**config.mk**
```make
export PLATFORM = sky130hd
export DESIGN_NAME = gpio_port
export DESIGN_NICKNAME = d
export VERILOG_FILES = /design/src/design/gpio_port_pkg.sv /design/src/design/gpio_port.sv
export SDC_FILE = /design/constraint.sdc
export NUM_CORES = 1
export LEC_CHECK = 0
export ABC_AREA = 1
export BUFFER_PORTS_ARGS = -buffer_cell sky130_fd_sc_hd__clkbuf_2
export CAP_MARGIN = 30
export CORE_MARGIN = 2
export CORE_UTILIZATION = 55
export DETAILED_ROUTE_END_ITERATION = 16
export PLACE_DENSITY = 0.77
export SYNTH_ARGS = -nofsm -noshare
export SYNTH_HDL_FRONTEND = slang
export SYNTH_SLANG_ARGS = --single-unit
```
**constraint.sdc**
```tcl
create_clock -name core_clk_i -period 1.76 [get_ports core_clk_i]
set_input_delay 0.088 -clock core_clk_i [delete_from_list [all_inputs] [get_ports core_clk_i]]
set_output_delay 0.088 -clock core_clk_i [all_outputs]
set_load 0.005 [all_outputs]
```
**src/design/gpio_port_pkg.sv**
```systemverilog
package gpio_port_pkg;
	// ****************************************
	// widths
	// ****************************************
	localparam int PORT_W = 32;
	localparam int ADDR_W = 12;

	// ****************************************
	// register offsets (byte addresses)
	// ****************************************
	localparam logic [ADDR_W-1:0] OFF_OUT_DATA = 12'h000;
	localparam logic [ADDR_W-1:0] OFF_DIR = 12'h004;
	localparam logic [ADDR_W-1:0] OFF_IRQ_EN = 12'h030;
	localparam logic [ADDR_W-1:0] OFF_IRQ_MASK = 12'h034;
	localparam logic [ADDR_W-1:0] OFF_IRQ_EDGE_SEL = 12'h038;
	localparam logic [ADDR_W-1:0] OFF_IRQ_POL = 12'h03C;
	localparam logic [ADDR_W-1:0] OFF_MASKED_STAT = 12'h040;
	localparam logic [ADDR_W-1:0] OFF_RAW_STAT = 12'h044;
	localparam logic [ADDR_W-1:0] OFF_DEB_EN = 12'h048;
	localparam logic [ADDR_W-1:0] OFF_EDGE_CLR = 12'h04C;
	localparam logic [ADDR_W-1:0] OFF_PAD_LEVEL = 12'h050;
	localparam logic [ADDR_W-1:0] OFF_LVL_SYNC = 12'h060;
	localparam logic [ADDR_W-1:0] OFF_DUAL_EDGE = 12'h068;

	// ****************************************
	// reset values
	// ****************************************
	localparam logic [PORT_W-1:0] RST_WORD = 32'h0000_0000;
	localparam logic RST_BIT = 1'b0;
	localparam int LVL_SYNC_BIT = 0;
endpackage : gpio_port_pkg

```
**src/design/gpio_port.sv**
```systemverilog
`timescale 1ns/1ps
// Overview of operation
// - direction bit 0 input, 1 output, reset input
// - drive stored data on outputs, read stored
// - direction register drives pad direction output
// - pad level readback, writes ignored
// - five interrupt types per bit
// - enable bit makes port bit interrupt source
// - output direction stops new, keeps pending
// - mask bit 1 blocks interrupt to controller
// - raw and masked status both readable
// - all interrupts ORed, no own mask
// - clear write drops pending edge interrupt
// - clear write ignores level interrupts
// - level interrupt holds while source active
// - debounce needs two clock edges stable
// - all inputs pass two sync flops, levels optionally a third
// - unused reads zero, never bus error
// - polarity bit selects low/falling or high/rising
// - dual edge overrides edge select, polarity
// - debounce enable routes input through debounce, except level input with level sync set
// - level sync bit synchronises level interrupts
module gpio_port
	import gpio_port_pkg::*;
(
	// clock and reset
	input wire logic core_clk_i,
	input wire logic rst_n_i,
	// apb slave
	input wire logic psel_i,
	input wire logic penable_i,
	input wire logic pwrite_i,
	input wire logic [ADDR_W-1:0] paddr_i,
	input wire logic [PORT_W-1:0] pwdata_i,
	output logic [PORT_W-1:0] prdata_o,
	output logic pready_o,
	output logic pslverr_o,
	// pads
	input wire logic [PORT_W-1:0] pad_in_i,
	output logic [PORT_W-1:0] pad_out_o,
	output logic [PORT_W-1:0] pad_direction_out_o,
	// interrupt
	output logic irq_o
);
	function automatic logic addr_hit(input logic [ADDR_W-1:0] a, input logic [ADDR_W-1:0] off);
		addr_hit = (a == off);
	endfunction : addr_hit

	// ****************************************
	// registers
	// ****************************************
	logic [PORT_W-1:0] port_out_data_r;
	logic [PORT_W-1:0] dir_r;
	logic [PORT_W-1:0] irq_en_r;
	logic [PORT_W-1:0] irq_mask_bits_r;
	logic [PORT_W-1:0] edge_sel_r;
	logic [PORT_W-1:0] pol_r;
	logic [PORT_W-1:0] deb_en_r;
	logic level_irq_sync_enable_r;
	logic [PORT_W-1:0] dual_edge_select_r;
	logic [PORT_W-1:0] edge_pend_r;
	logic [PORT_W-1:0] raw_r;
	logic [PORT_W-1:0] pad_s1_r;
	logic [PORT_W-1:0] pad_s2_r;
	logic [PORT_W-1:0] pad_s3_r;
	logic [PORT_W-1:0] deb_r;
	logic [PORT_W-1:0] edge_prev_r;
	logic [PORT_W-1:0] prdata_r;
	logic pready_r;
	logic pslverr_r;
	logic irq_r;

	// ****************************************
	// apb decode
	// ****************************************
	wire setup_ph = psel_i & ~penable_i;
	wire wr_en = psel_i & penable_i & pwrite_i & pready_r;
	wire wr_out_data = wr_en & addr_hit(paddr_i, OFF_OUT_DATA);
	wire wr_dir = wr_en & addr_hit(paddr_i, OFF_DIR);
	wire wr_irq_en = wr_en & addr_hit(paddr_i, OFF_IRQ_EN);
	wire wr_mask = wr_en & addr_hit(paddr_i, OFF_IRQ_MASK);
	wire wr_edge_sel = wr_en & addr_hit(paddr_i, OFF_IRQ_EDGE_SEL);
	wire wr_pol = wr_en & addr_hit(paddr_i, OFF_IRQ_POL);
	wire wr_deb = wr_en & addr_hit(paddr_i, OFF_DEB_EN);
	wire wr_clr = wr_en & addr_hit(paddr_i, OFF_EDGE_CLR);
	wire wr_lvl_sync = wr_en & addr_hit(paddr_i, OFF_LVL_SYNC);
	wire wr_dual = wr_en & addr_hit(paddr_i, OFF_DUAL_EDGE);
	// the write-only clear and every hole between offsets read back as zero
	wire rd_mapped =
		addr_hit(paddr_i, OFF_OUT_DATA) |
		addr_hit(paddr_i, OFF_DIR) |
		addr_hit(paddr_i, OFF_IRQ_EN) |
		addr_hit(paddr_i, OFF_IRQ_MASK) |
		addr_hit(paddr_i, OFF_IRQ_EDGE_SEL) |
		addr_hit(paddr_i, OFF_IRQ_POL) |
		addr_hit(paddr_i, OFF_MASKED_STAT) |
		addr_hit(paddr_i, OFF_RAW_STAT) |
		addr_hit(paddr_i, OFF_DEB_EN) |
		addr_hit(paddr_i, OFF_PAD_LEVEL) |
		addr_hit(paddr_i, OFF_LVL_SYNC) |
		addr_hit(paddr_i, OFF_DUAL_EDGE);
	wire rd_setup = setup_ph & ~pwrite_i;

	// ****************************************
	// interrupt detection
	// ****************************************
	// pads always pass two flops first; the level sync option adds a third
	wire [PORT_W-1:0] deb_src = (deb_r & deb_en_r) | (pad_s2_r & ~deb_en_r);
	wire [PORT_W-1:0] edge_src = deb_src;
	wire [PORT_W-1:0] lvl_src = level_irq_sync_enable_r ? pad_s3_r : deb_src;
	wire [PORT_W-1:0] active = irq_en_r & ~dir_r;
	wire [PORT_W-1:0] is_edge = edge_sel_r | dual_edge_select_r;
	wire [PORT_W-1:0] rise = edge_src & ~edge_prev_r;
	wire [PORT_W-1:0] fall = ~edge_src & edge_prev_r;
	wire [PORT_W-1:0] edge_evt = dual_edge_select_r & (rise | fall) | ~dual_edge_select_r
		& ((pol_r & rise) | (~pol_r & fall));
	wire [PORT_W-1:0] edge_hit = edge_evt & active & is_edge;
	wire [PORT_W-1:0] lvl_hit = active & ~is_edge & ~(lvl_src ^ pol_r);
	wire [PORT_W-1:0] clr_bits = wr_clr ? pwdata_i : RST_WORD;
	// a new edge beats a clear in the same cycle; disabling a bit drops its pending edge
	wire [PORT_W-1:0] edge_pend_nxt = ((edge_pend_r & ~clr_bits) | edge_hit) & irq_en_r;
	wire [PORT_W-1:0] raw_nxt = edge_pend_nxt | lvl_hit;
	wire [PORT_W-1:0] mask_nxt = wr_mask ? pwdata_i : irq_mask_bits_r;
	wire irq_nxt = |(raw_nxt & ~mask_nxt);
	wire [PORT_W-1:0] masked_stat = raw_r & ~irq_mask_bits_r;

	// ****************************************
	// read mux
	// ****************************************
	wire [PORT_W-1:0] rd_mux =
		addr_hit(paddr_i, OFF_OUT_DATA) ? port_out_data_r :
		addr_hit(paddr_i, OFF_DIR) ? dir_r :
		addr_hit(paddr_i, OFF_IRQ_EN) ? irq_en_r :
		addr_hit(paddr_i, OFF_IRQ_MASK) ? irq_mask_bits_r :
		addr_hit(paddr_i, OFF_IRQ_EDGE_SEL) ? edge_sel_r :
		addr_hit(paddr_i, OFF_IRQ_POL) ? pol_r :
		addr_hit(paddr_i, OFF_MASKED_STAT) ? masked_stat :
		addr_hit(paddr_i, OFF_RAW_STAT) ? raw_r :
		addr_hit(paddr_i, OFF_DEB_EN) ? deb_en_r :
		addr_hit(paddr_i, OFF_PAD_LEVEL) ? pad_s2_r :
		addr_hit(paddr_i, OFF_LVL_SYNC) ? {{(PORT_W-1){1'b0}}, level_irq_sync_enable_r} :
		addr_hit(paddr_i, OFF_DUAL_EDGE) ? dual_edge_select_r :
		RST_WORD;

	// ****************************************
	// bus flops
	// ****************************************
	always_ff @(posedge core_clk_i or negedge rst_n_i) begin
		if (!rst_n_i) begin
			prdata_r <= RST_WORD;
			pready_r <= RST_BIT;
			pslverr_r <= RST_BIT;
		end else begin
			pready_r <= setup_ph;
			// error never raised; kept in a flop so every output is registered
			pslverr_r <= RST_BIT;
			prdata_r <= (setup_ph & ~pwrite_i) ? rd_mux : RST_WORD;
		end
	end

	// ****************************************
	// control registers
	// ****************************************
	always_ff @(posedge core_clk_i or negedge rst_n_i) begin
		if (!rst_n_i) begin
			port_out_data_r <= RST_WORD;
			dir_r <= RST_WORD;
			irq_en_r <= RST_WORD;
			irq_mask_bits_r <= RST_WORD;
			edge_sel_r <= RST_WORD;
			pol_r <= RST_WORD;
			deb_en_r <= RST_WORD;
			level_irq_sync_enable_r <= RST_BIT;
			dual_edge_select_r <= RST_WORD;
		end else begin
			if (wr_out_data) port_out_data_r <= pwdata_i;
			if (wr_dir) dir_r <= pwdata_i;
			if (wr_irq_en) irq_en_r <= pwdata_i;
			irq_mask_bits_r <= mask_nxt;
			if (wr_edge_sel) edge_sel_r <= pwdata_i;
			if (wr_pol) pol_r <= pwdata_i;
			if (wr_deb) deb_en_r <= pwdata_i;
			if (wr_lvl_sync) level_irq_sync_enable_r <= pwdata_i[LVL_SYNC_BIT];
			if (wr_dual) dual_edge_select_r <= pwdata_i;
		end
	end

	// ****************************************
	// input path and interrupt state
	// ****************************************
	always_ff @(posedge core_clk_i or negedge rst_n_i) begin
		if (!rst_n_i) begin
			pad_s1_r <= RST_WORD;
			pad_s2_r <= RST_WORD;
			pad_s3_r <= RST_WORD;
			deb_r <= RST_WORD;
			edge_prev_r <= RST_WORD;
			edge_pend_r <= RST_WORD;
			raw_r <= RST_WORD;
			irq_r <= RST_BIT;
		end else begin
			pad_s1_r <= pad_in_i;
			pad_s2_r <= pad_s1_r;
			pad_s3_r <= pad_s2_r;
			deb_r <= (deb_r & ~(pad_s2_r ~^ pad_s3_r)) | (pad_s2_r & (pad_s2_r ~^ pad_s3_r));
			edge_prev_r <= edge_src;
			edge_pend_r <= edge_pend_nxt;
			raw_r <= raw_nxt;
			irq_r <= irq_nxt;
		end
	end

	// ****************************************
	// outputs
	// ****************************************
	assign prdata_o = prdata_r;
	assign pready_o = pready_r;
	assign pslverr_o = pslverr_r;
	assign pad_out_o = port_out_data_r;
	assign pad_direction_out_o = dir_r;
	assign irq_o = irq_r;

	// ****************************************
	// interrupt behaviour checks
	// ****************************************
	// expected edge events spelled out per edge type, so a broken edge type decode shows up here
	wire [PORT_W-1:0] exp_rise = active & edge_sel_r & ~dual_edge_select_r & pol_r & rise;
	wire [PORT_W-1:0] exp_fall = active & edge_sel_r & ~dual_edge_select_r & ~pol_r & fall;
	wire [PORT_W-1:0] exp_dual = active & dual_edge_select_r & (rise | fall);
	wire [PORT_W-1:0] wrong_sense = active & edge_sel_r & ~dual_edge_select_r & ~pol_r & rise & ~edge_pend_r;
endmodule : gpio_port

```
After elaboration in Yosys (flattened, before gate mapping). Cells that the tools add are included.

Register bits: 515. Latch bits: 0. Bits in writable memories: 0. Bits in read-only memories: 0. Input port bits: 81. Logic and storage cells: 107. Memories: 0.

Add/subtract/negate cells: 0. Multiply operators: 0. Div/mod/pow operators: 0. $lt $le $gt $ge: 0. Eq/ne operators: 12. Shifts and indexed selects: 0. Muxes and demuxes: 16. Bitwise logic cells: 58. Reductions and logical operators: 2.

Operator list (number): 32-bit AND (19); 32-bit 2-to-1 mux (16); 32-bit inverter (12); 32-bit bitwise OR (8); 12-bit by 7-bit equality test with 1-bit output, second input constant (7); 12-bit by 6-bit equality test with 1-bit output, second input constant (4); 32-bit OR reduction (1); 32-bit bitwise XNOR (1); 32-bit XOR (1); 1-bit AND (15); 12-bit by 3-bit equality test with 1-bit output, second input constant (1); 12-bit zero test (1); 1-bit inverter (2).

Logic depth before layout (Yosys ltp).
Word-level depth: 16. Depth in mapped cells: 19. Depth with buffers taken out: 19.

Worst setup path before layout. Ideal clock, no wire load.

Kind: reg2reg. Start: reg deb_en_r[18]. End: reg irq_r (netlist: irq_o). Arrival: 1.691 ns. Data required time: 1.641 ns. Setup slack: -0.050 ns. Stages on the path, launching flop included: 18. Buffers on the path: 0. Cell sequence: dfrtp_1 -> o21ai_0 -> inv_1 -> ha_1 -> inv_1 -> nand2_1 -> o2111ai_1 -> o21ai_0 -> nand2_1 -> nand2_1 -> nand2_1 -> nand2_1 -> nand2_1 -> nand2_1 -> nor2_1 -> nand2_1 -> nor2_1 -> nand2_1.

Longest elaborated chain between the ends: 16.

RTL lines: start, declared (RTL line gpio_port.sv:58) `logic [PORT_W-1:0] deb_en_r;`; start signal, assigned (RTL line gpio_port.sv:182) `if (wr_deb) deb_en_r <= pwdata_i;`; 32-bit inverter (RTL line gpio_port.sv:108) `wire [PORT_W-1:0] deb_src = (deb_r & deb_en_r) | (pad_s2_r & ~deb_en_r);`; 32-bit AND (RTL line gpio_port.sv:108); 32-bit bitwise OR (*) (RTL line gpio_port.sv:108); named net deb_src[18] (RTL line gpio_port.sv:108); 32-bit inverter (RTL line gpio_port.sv:114) `wire [PORT_W-1:0] fall = ~edge_src & edge_prev_r;`; 32-bit AND (RTL line gpio_port.sv:114); 32-bit AND (RTL line gpio_port.sv:116) `& ((pol_r & rise) | (~pol_r & fall));`; 32-bit bitwise OR (RTL line gpio_port.sv:116); (+2 left out); 32-bit AND (2 in a row) (RTL line gpio_port.sv:117) `wire [PORT_W-1:0] edge_hit = edge_evt & active & is_edge;`; 32-bit bitwise OR (RTL line gpio_port.sv:121) `wire [PORT_W-1:0] edge_pend_nxt = ((edge_pend_r & ~clr_bits) | edge_hit) & irq_en_r;`; 32-bit AND (RTL line gpio_port.sv:121); 32-bit bitwise OR (*) (RTL line gpio_port.sv:122) `wire [PORT_W-1:0] raw_nxt = edge_pend_nxt | lvl_hit;`; named net raw_nxt[18] (RTL line gpio_port.sv:122); 32-bit AND (*) (RTL line gpio_port.sv:124) `wire irq_nxt = |(raw_nxt & ~mask_nxt);`; 32-bit OR reduction (*) (RTL line gpio_port.sv:124); named net irq_nxt (RTL line gpio_port.sv:124); end signal, assigned (RTL line gpio_port.sv:209) `irq_r <= irq_nxt;`; end, declared (RTL line gpio_port.sv:71) `logic irq_r;`.

Mark *: on every way through the listed nets, which the timed path passes. The rest lies on a longest branch. A chain may end at the register's enable or synchronous reset.

Worst setup path after layout.
Start: reg pready_r (netlist: pready_o). End: reg irq_r (netlist: irq_o).

Longest elaborated chain between the ends: 10.

RTL lines: start, declared (RTL line gpio_port.sv:69) `logic pready_r;`; start signal, assigned (RTL line gpio_port.sv:154) `pready_r <= setup_ph;`; 1-bit AND (RTL line gpio_port.sv:77) `wire wr_en = psel_i & penable_i & pwrite_i & pready_r;`; 1-bit AND (RTL line gpio_port.sv:85) `wire wr_clr = wr_en & addr_hit(paddr_i, OFF_EDGE_CLR);`; 32-bit 2-to-1 mux (RTL line gpio_port.sv:119) `wire [PORT_W-1:0] clr_bits = wr_clr ? pwdata_i : RST_WORD;`; 32-bit inverter (RTL line gpio_port.sv:121); 32-bit AND (RTL line gpio_port.sv:121); 32-bit bitwise OR (RTL line gpio_port.sv:121); 32-bit AND (RTL line gpio_port.sv:121); 32-bit bitwise OR (RTL line gpio_port.sv:122); named net raw_nxt[23] (RTL line gpio_port.sv:122); 32-bit AND (RTL line gpio_port.sv:124); 32-bit OR reduction (RTL line gpio_port.sv:124); named net irq_nxt (RTL line gpio_port.sv:124).

The timed path passes the listed nets, and every way through them passes these cells.

==> flow_summary.yaml <==
yosys:
  netlist_area_um2: 24100
  avgSynthCellArea_um2: 8.39
  postSynthCellCount: 2874
  syn-num-nets: 3019
  ys_seq_area_share_pct: 53.5
  ys_warn_count: 0
  ys_ff_latch: 515
  synth.distinct_cells: 39
  synthArstFlopShare_pct: 100
  dominantRegCellSynth: "dfrtp_1"
  synth-edff-count: 0
route:
  detail-route-antenna-nets: 0
  wirelength_um: 76300
  initialDrtViolationCount: 2380
  num_vias: 22587
  drtPass1Iterations: 7
  drt_drc_violations_left: 0
  via_per_inst: 5.61
  wire_per_inst_um: 18.9
critical_path:
  cpMaxStageDelayCell: "dfrtp_1"
  cp-end-kind: "register"
  crit_top_cell: "nand2_1"
  crit_type: "reg2reg"
  cp_data_arrival_time_ns: 2.62
  worst_path_largest_cell_delay_ns: 0.34
  crit_path_start_kind: "register"
  crit_chain: "nand4_1, nor2_2, nand2_4, clkbuf_16, o21ai_1, nand2_1, nand2_1, o21ai_1, nand2_1, nand2_1, nor2_2, nand2_1, nor2_2, nand2_1"
  crit_fanout: 10
  cp_top_family: "simple AND/OR/NAND/NOR gates"
  path_buf_inv: 1
  crit_required_ns: 2.24
timing:
  setup_viol: 2
  fin_skew_ns: 0.0113
  finalMaxSlewViolations: 0
  post-route-period-util_pct: 121
  finalWorstSetupSlack_ns: -0.375
  max_freq_mhz: 468
  slew_headroom_pct: 62.7
  worst_pin_slew_ns: 0.559
  rsz0062_at_grt: "true"
  final.min_clock_period_ns: 2.13
  finalHoldViolations: 0
min_path:
  hp-class: "in2reg"
placed_design:
  io_buffers: 178
  gp_congestion: 0.964
  dp_hpwl_um: 50700
  placedCellCount: 3849
cts:
  cts_sinks: 515
  clk_pin_slew_worst_paths_ns: 0.06
  cts_buffer_depth: 3
  insertion_delay_ns: 0.60
  cts_root_buffer: "clkbuf_16"
  htree_num_levels: 2
  cts_buffers: 53
  cts_tree: "yes"
floorplanning:
  die_width_um: 213
  die-height_um: 213
  rows: 76
  io_pins: 180
  initial_core_util_pct: 55.8
  die_area_um2: 45500
  placeableCoreArea_um2: 43200
job:
  cap_viol_max_count: 0
pwr:
  p_total_mw: 25.3
  ir_drop_v: 0.000922
  power_leakage_nw: 16.1
  powerDensity_nw_per_um2: 818
outcome:
  outcome: "finished with violations"
  violations: "setup timing"
global_routing:
  grt_pass1_wl_um: 119000
  grt_use_total_pct: 33.9
  grt_max_degree: 89
  antenna_found_initial: 1
  grt_overflow: 0
  grt_pass1_vias: 22379
cells_and_area:
  instances_no_fill: 4029
  drive_gt1_share_pct: 19.6
  area_growth_pct: 28.3
  nets: 3550
## power by group
part / leakage, nW / internal (mW) / total (mW) / switching, mW
clock: 0.880 / 7.03 / 11.8 / 4.73
sequential: 6.82 / 12.1 / 12.2 / 0.134
combinational: 8.43 / 0.587 / 1.35 / 0.765
total: 16.1 / 19.7 / 25.3 / 5.63
## routing by layer
metal,global-route usage (%),wire (um)
met5,0,13
met4,17.1,3920
met3,6.14,7300
met2,55.0,35800
met1,44.2,29300
## cells in the final DEF (no fill, tap or decap), types with 33 or more instances in the layout
master | Yosys | final
o21ai_1 | 43 | 61
clkbuf_2 | 0 | 177
nor2_1 | 111 | 102
buf_4 | 1 | 295
clkbuf_16 | 0 | 54
nand4_1 | 34 | 34
nand2_1 | 779 | 766
ha_1 | 64 | 61
buf_12 | 0 | 34
nand3_1 | 92 | 91
dlygate4sd3_1 | 0 | 68
inv_1 | 419 | 417
dfrtp_1 | 515 | 515
o21ai_0 | 438 | 406
o21bai_1 | 33 | 33
## registers in the layout, indices dropped and copies added (netlist names), named ones only
register and cells:
deb_en_r 32, dual_edge_select_r 32, edge_pend_r 32, edge_prev_r 32, edge_sel_r 32, irq_en_r 32, irq_mask_bits_r 32, pad_direction_out_o 32
pad_out_o 32, pad_s1_r 32, pad_s2_r 32, pad_s3_r 32, pol_r 32, prdata_o 32, raw_r 32, irq_o 1
level_irq_sync_enable_r 1, pready_o 1
## stage by stage
stage	util (%)	setup WS (ns)	TNS, ns	cell area (um2)	hold slack (ns)
finish	71.7	-0.375	-0.392	30900	0.0896
detailed placement	65.2	-0.474	-17.23	28100	0.00123
global route	71.7	-0.502	-0.636	30900	0.129
floorplan	-	0.00124	0	24100	-0.208
CTS	71.3	-0.280	-0.280	30800	0.0448
global placement	65.2	-0.403	-12.76	28100	-0.00210
## synth_stat cells, types with 26 or more instances
| cell | instances | area share, % |
|---|---|---|
| nand2_1 | 779 | 12 |
| dfrtp_1 | 515 | 53 |
| o21ai_0 | 438 | 9.1 |
| inv_1 | 419 | 6.5 |
| nor2_1 | 111 | 1.7 |
| nand3_1 | 92 | 1.9 |
| clkbuf_1 | 80 | 1.2 |
| ha_1 | 64 | 3.3 |
| o21ai_1 | 43 | 0.89 |
| nand4_1 | 34 | 0.88 |
| o21bai_1 | 33 | 1.0 |
| maj3_1 | 32 | 1.3 |
| o21a_1 | 31 | 0.97 |
| nand3b_1 | 30 | 0.93 |
| o211ai_1 | 26 | 0.81 |
## tightest hold or removal path, stage by stage
cell and delay [ns]:
clkbuf_2 0.09, inv_1 0.08, nor3_2 0.06, buf_12 0.17, o21ai_0 0.09, a21oi_1 0.05
## area by class of cell
class,count,area (um2)
Inverter,430,1610
Multi-Input combinational cell,1825,9340
Fill cell,3167,12200
Clock inverter,20,288
Timing Repair Buffer,580,4550
Antenna cell,1,2.50
Clock buffer,73,1520
Tap cell,585,732
Sequential cell,515,12900
## what timing repair did
item	4_1_cts	5_1_grt
endpoints found under the setup margin	2	10
hold endpoints to repair	691	0
hold buffers	69	0
pin swaps	11	20
gates resized for setup	41	29
cloned	0	1
buffers inserted	7	10
## logic make-up after synthesis
logic type | count (synthesis) | synth area share, %
buffers and inverters | 534 | 8.44
adder cells (fa/ha/maj) | 96 | 4.65
XOR/XNOR | 7 | 0.254
flip-flops | 515 | 53.5
AND/OR/NAND/NOR | 1095 | 18.9
AO/OA/AOI/OAI | 626 | 14.3
other | 1 | 0.0156
## path summary, 6_finish.rpt
check	slack [ns]	to	start	depth (start not counted)
setup / recovery	-0.37	irq_o	pready_o	14
max in group asynchronous	1.07	pad_s1_r[23]	rst_n_i	3
hold reg to reg	0.34	pad_s2_r[20]	pad_s1_r[20]	0
min in group asynchronous	0.13	pad_s1_r[6]	rst_n_i	3
setup reg to reg	-0.37	irq_o	pready_o	14
hold / removal	0.09	prdata_o[29]	psel_i	6
(Power assumes the default switching activity.)
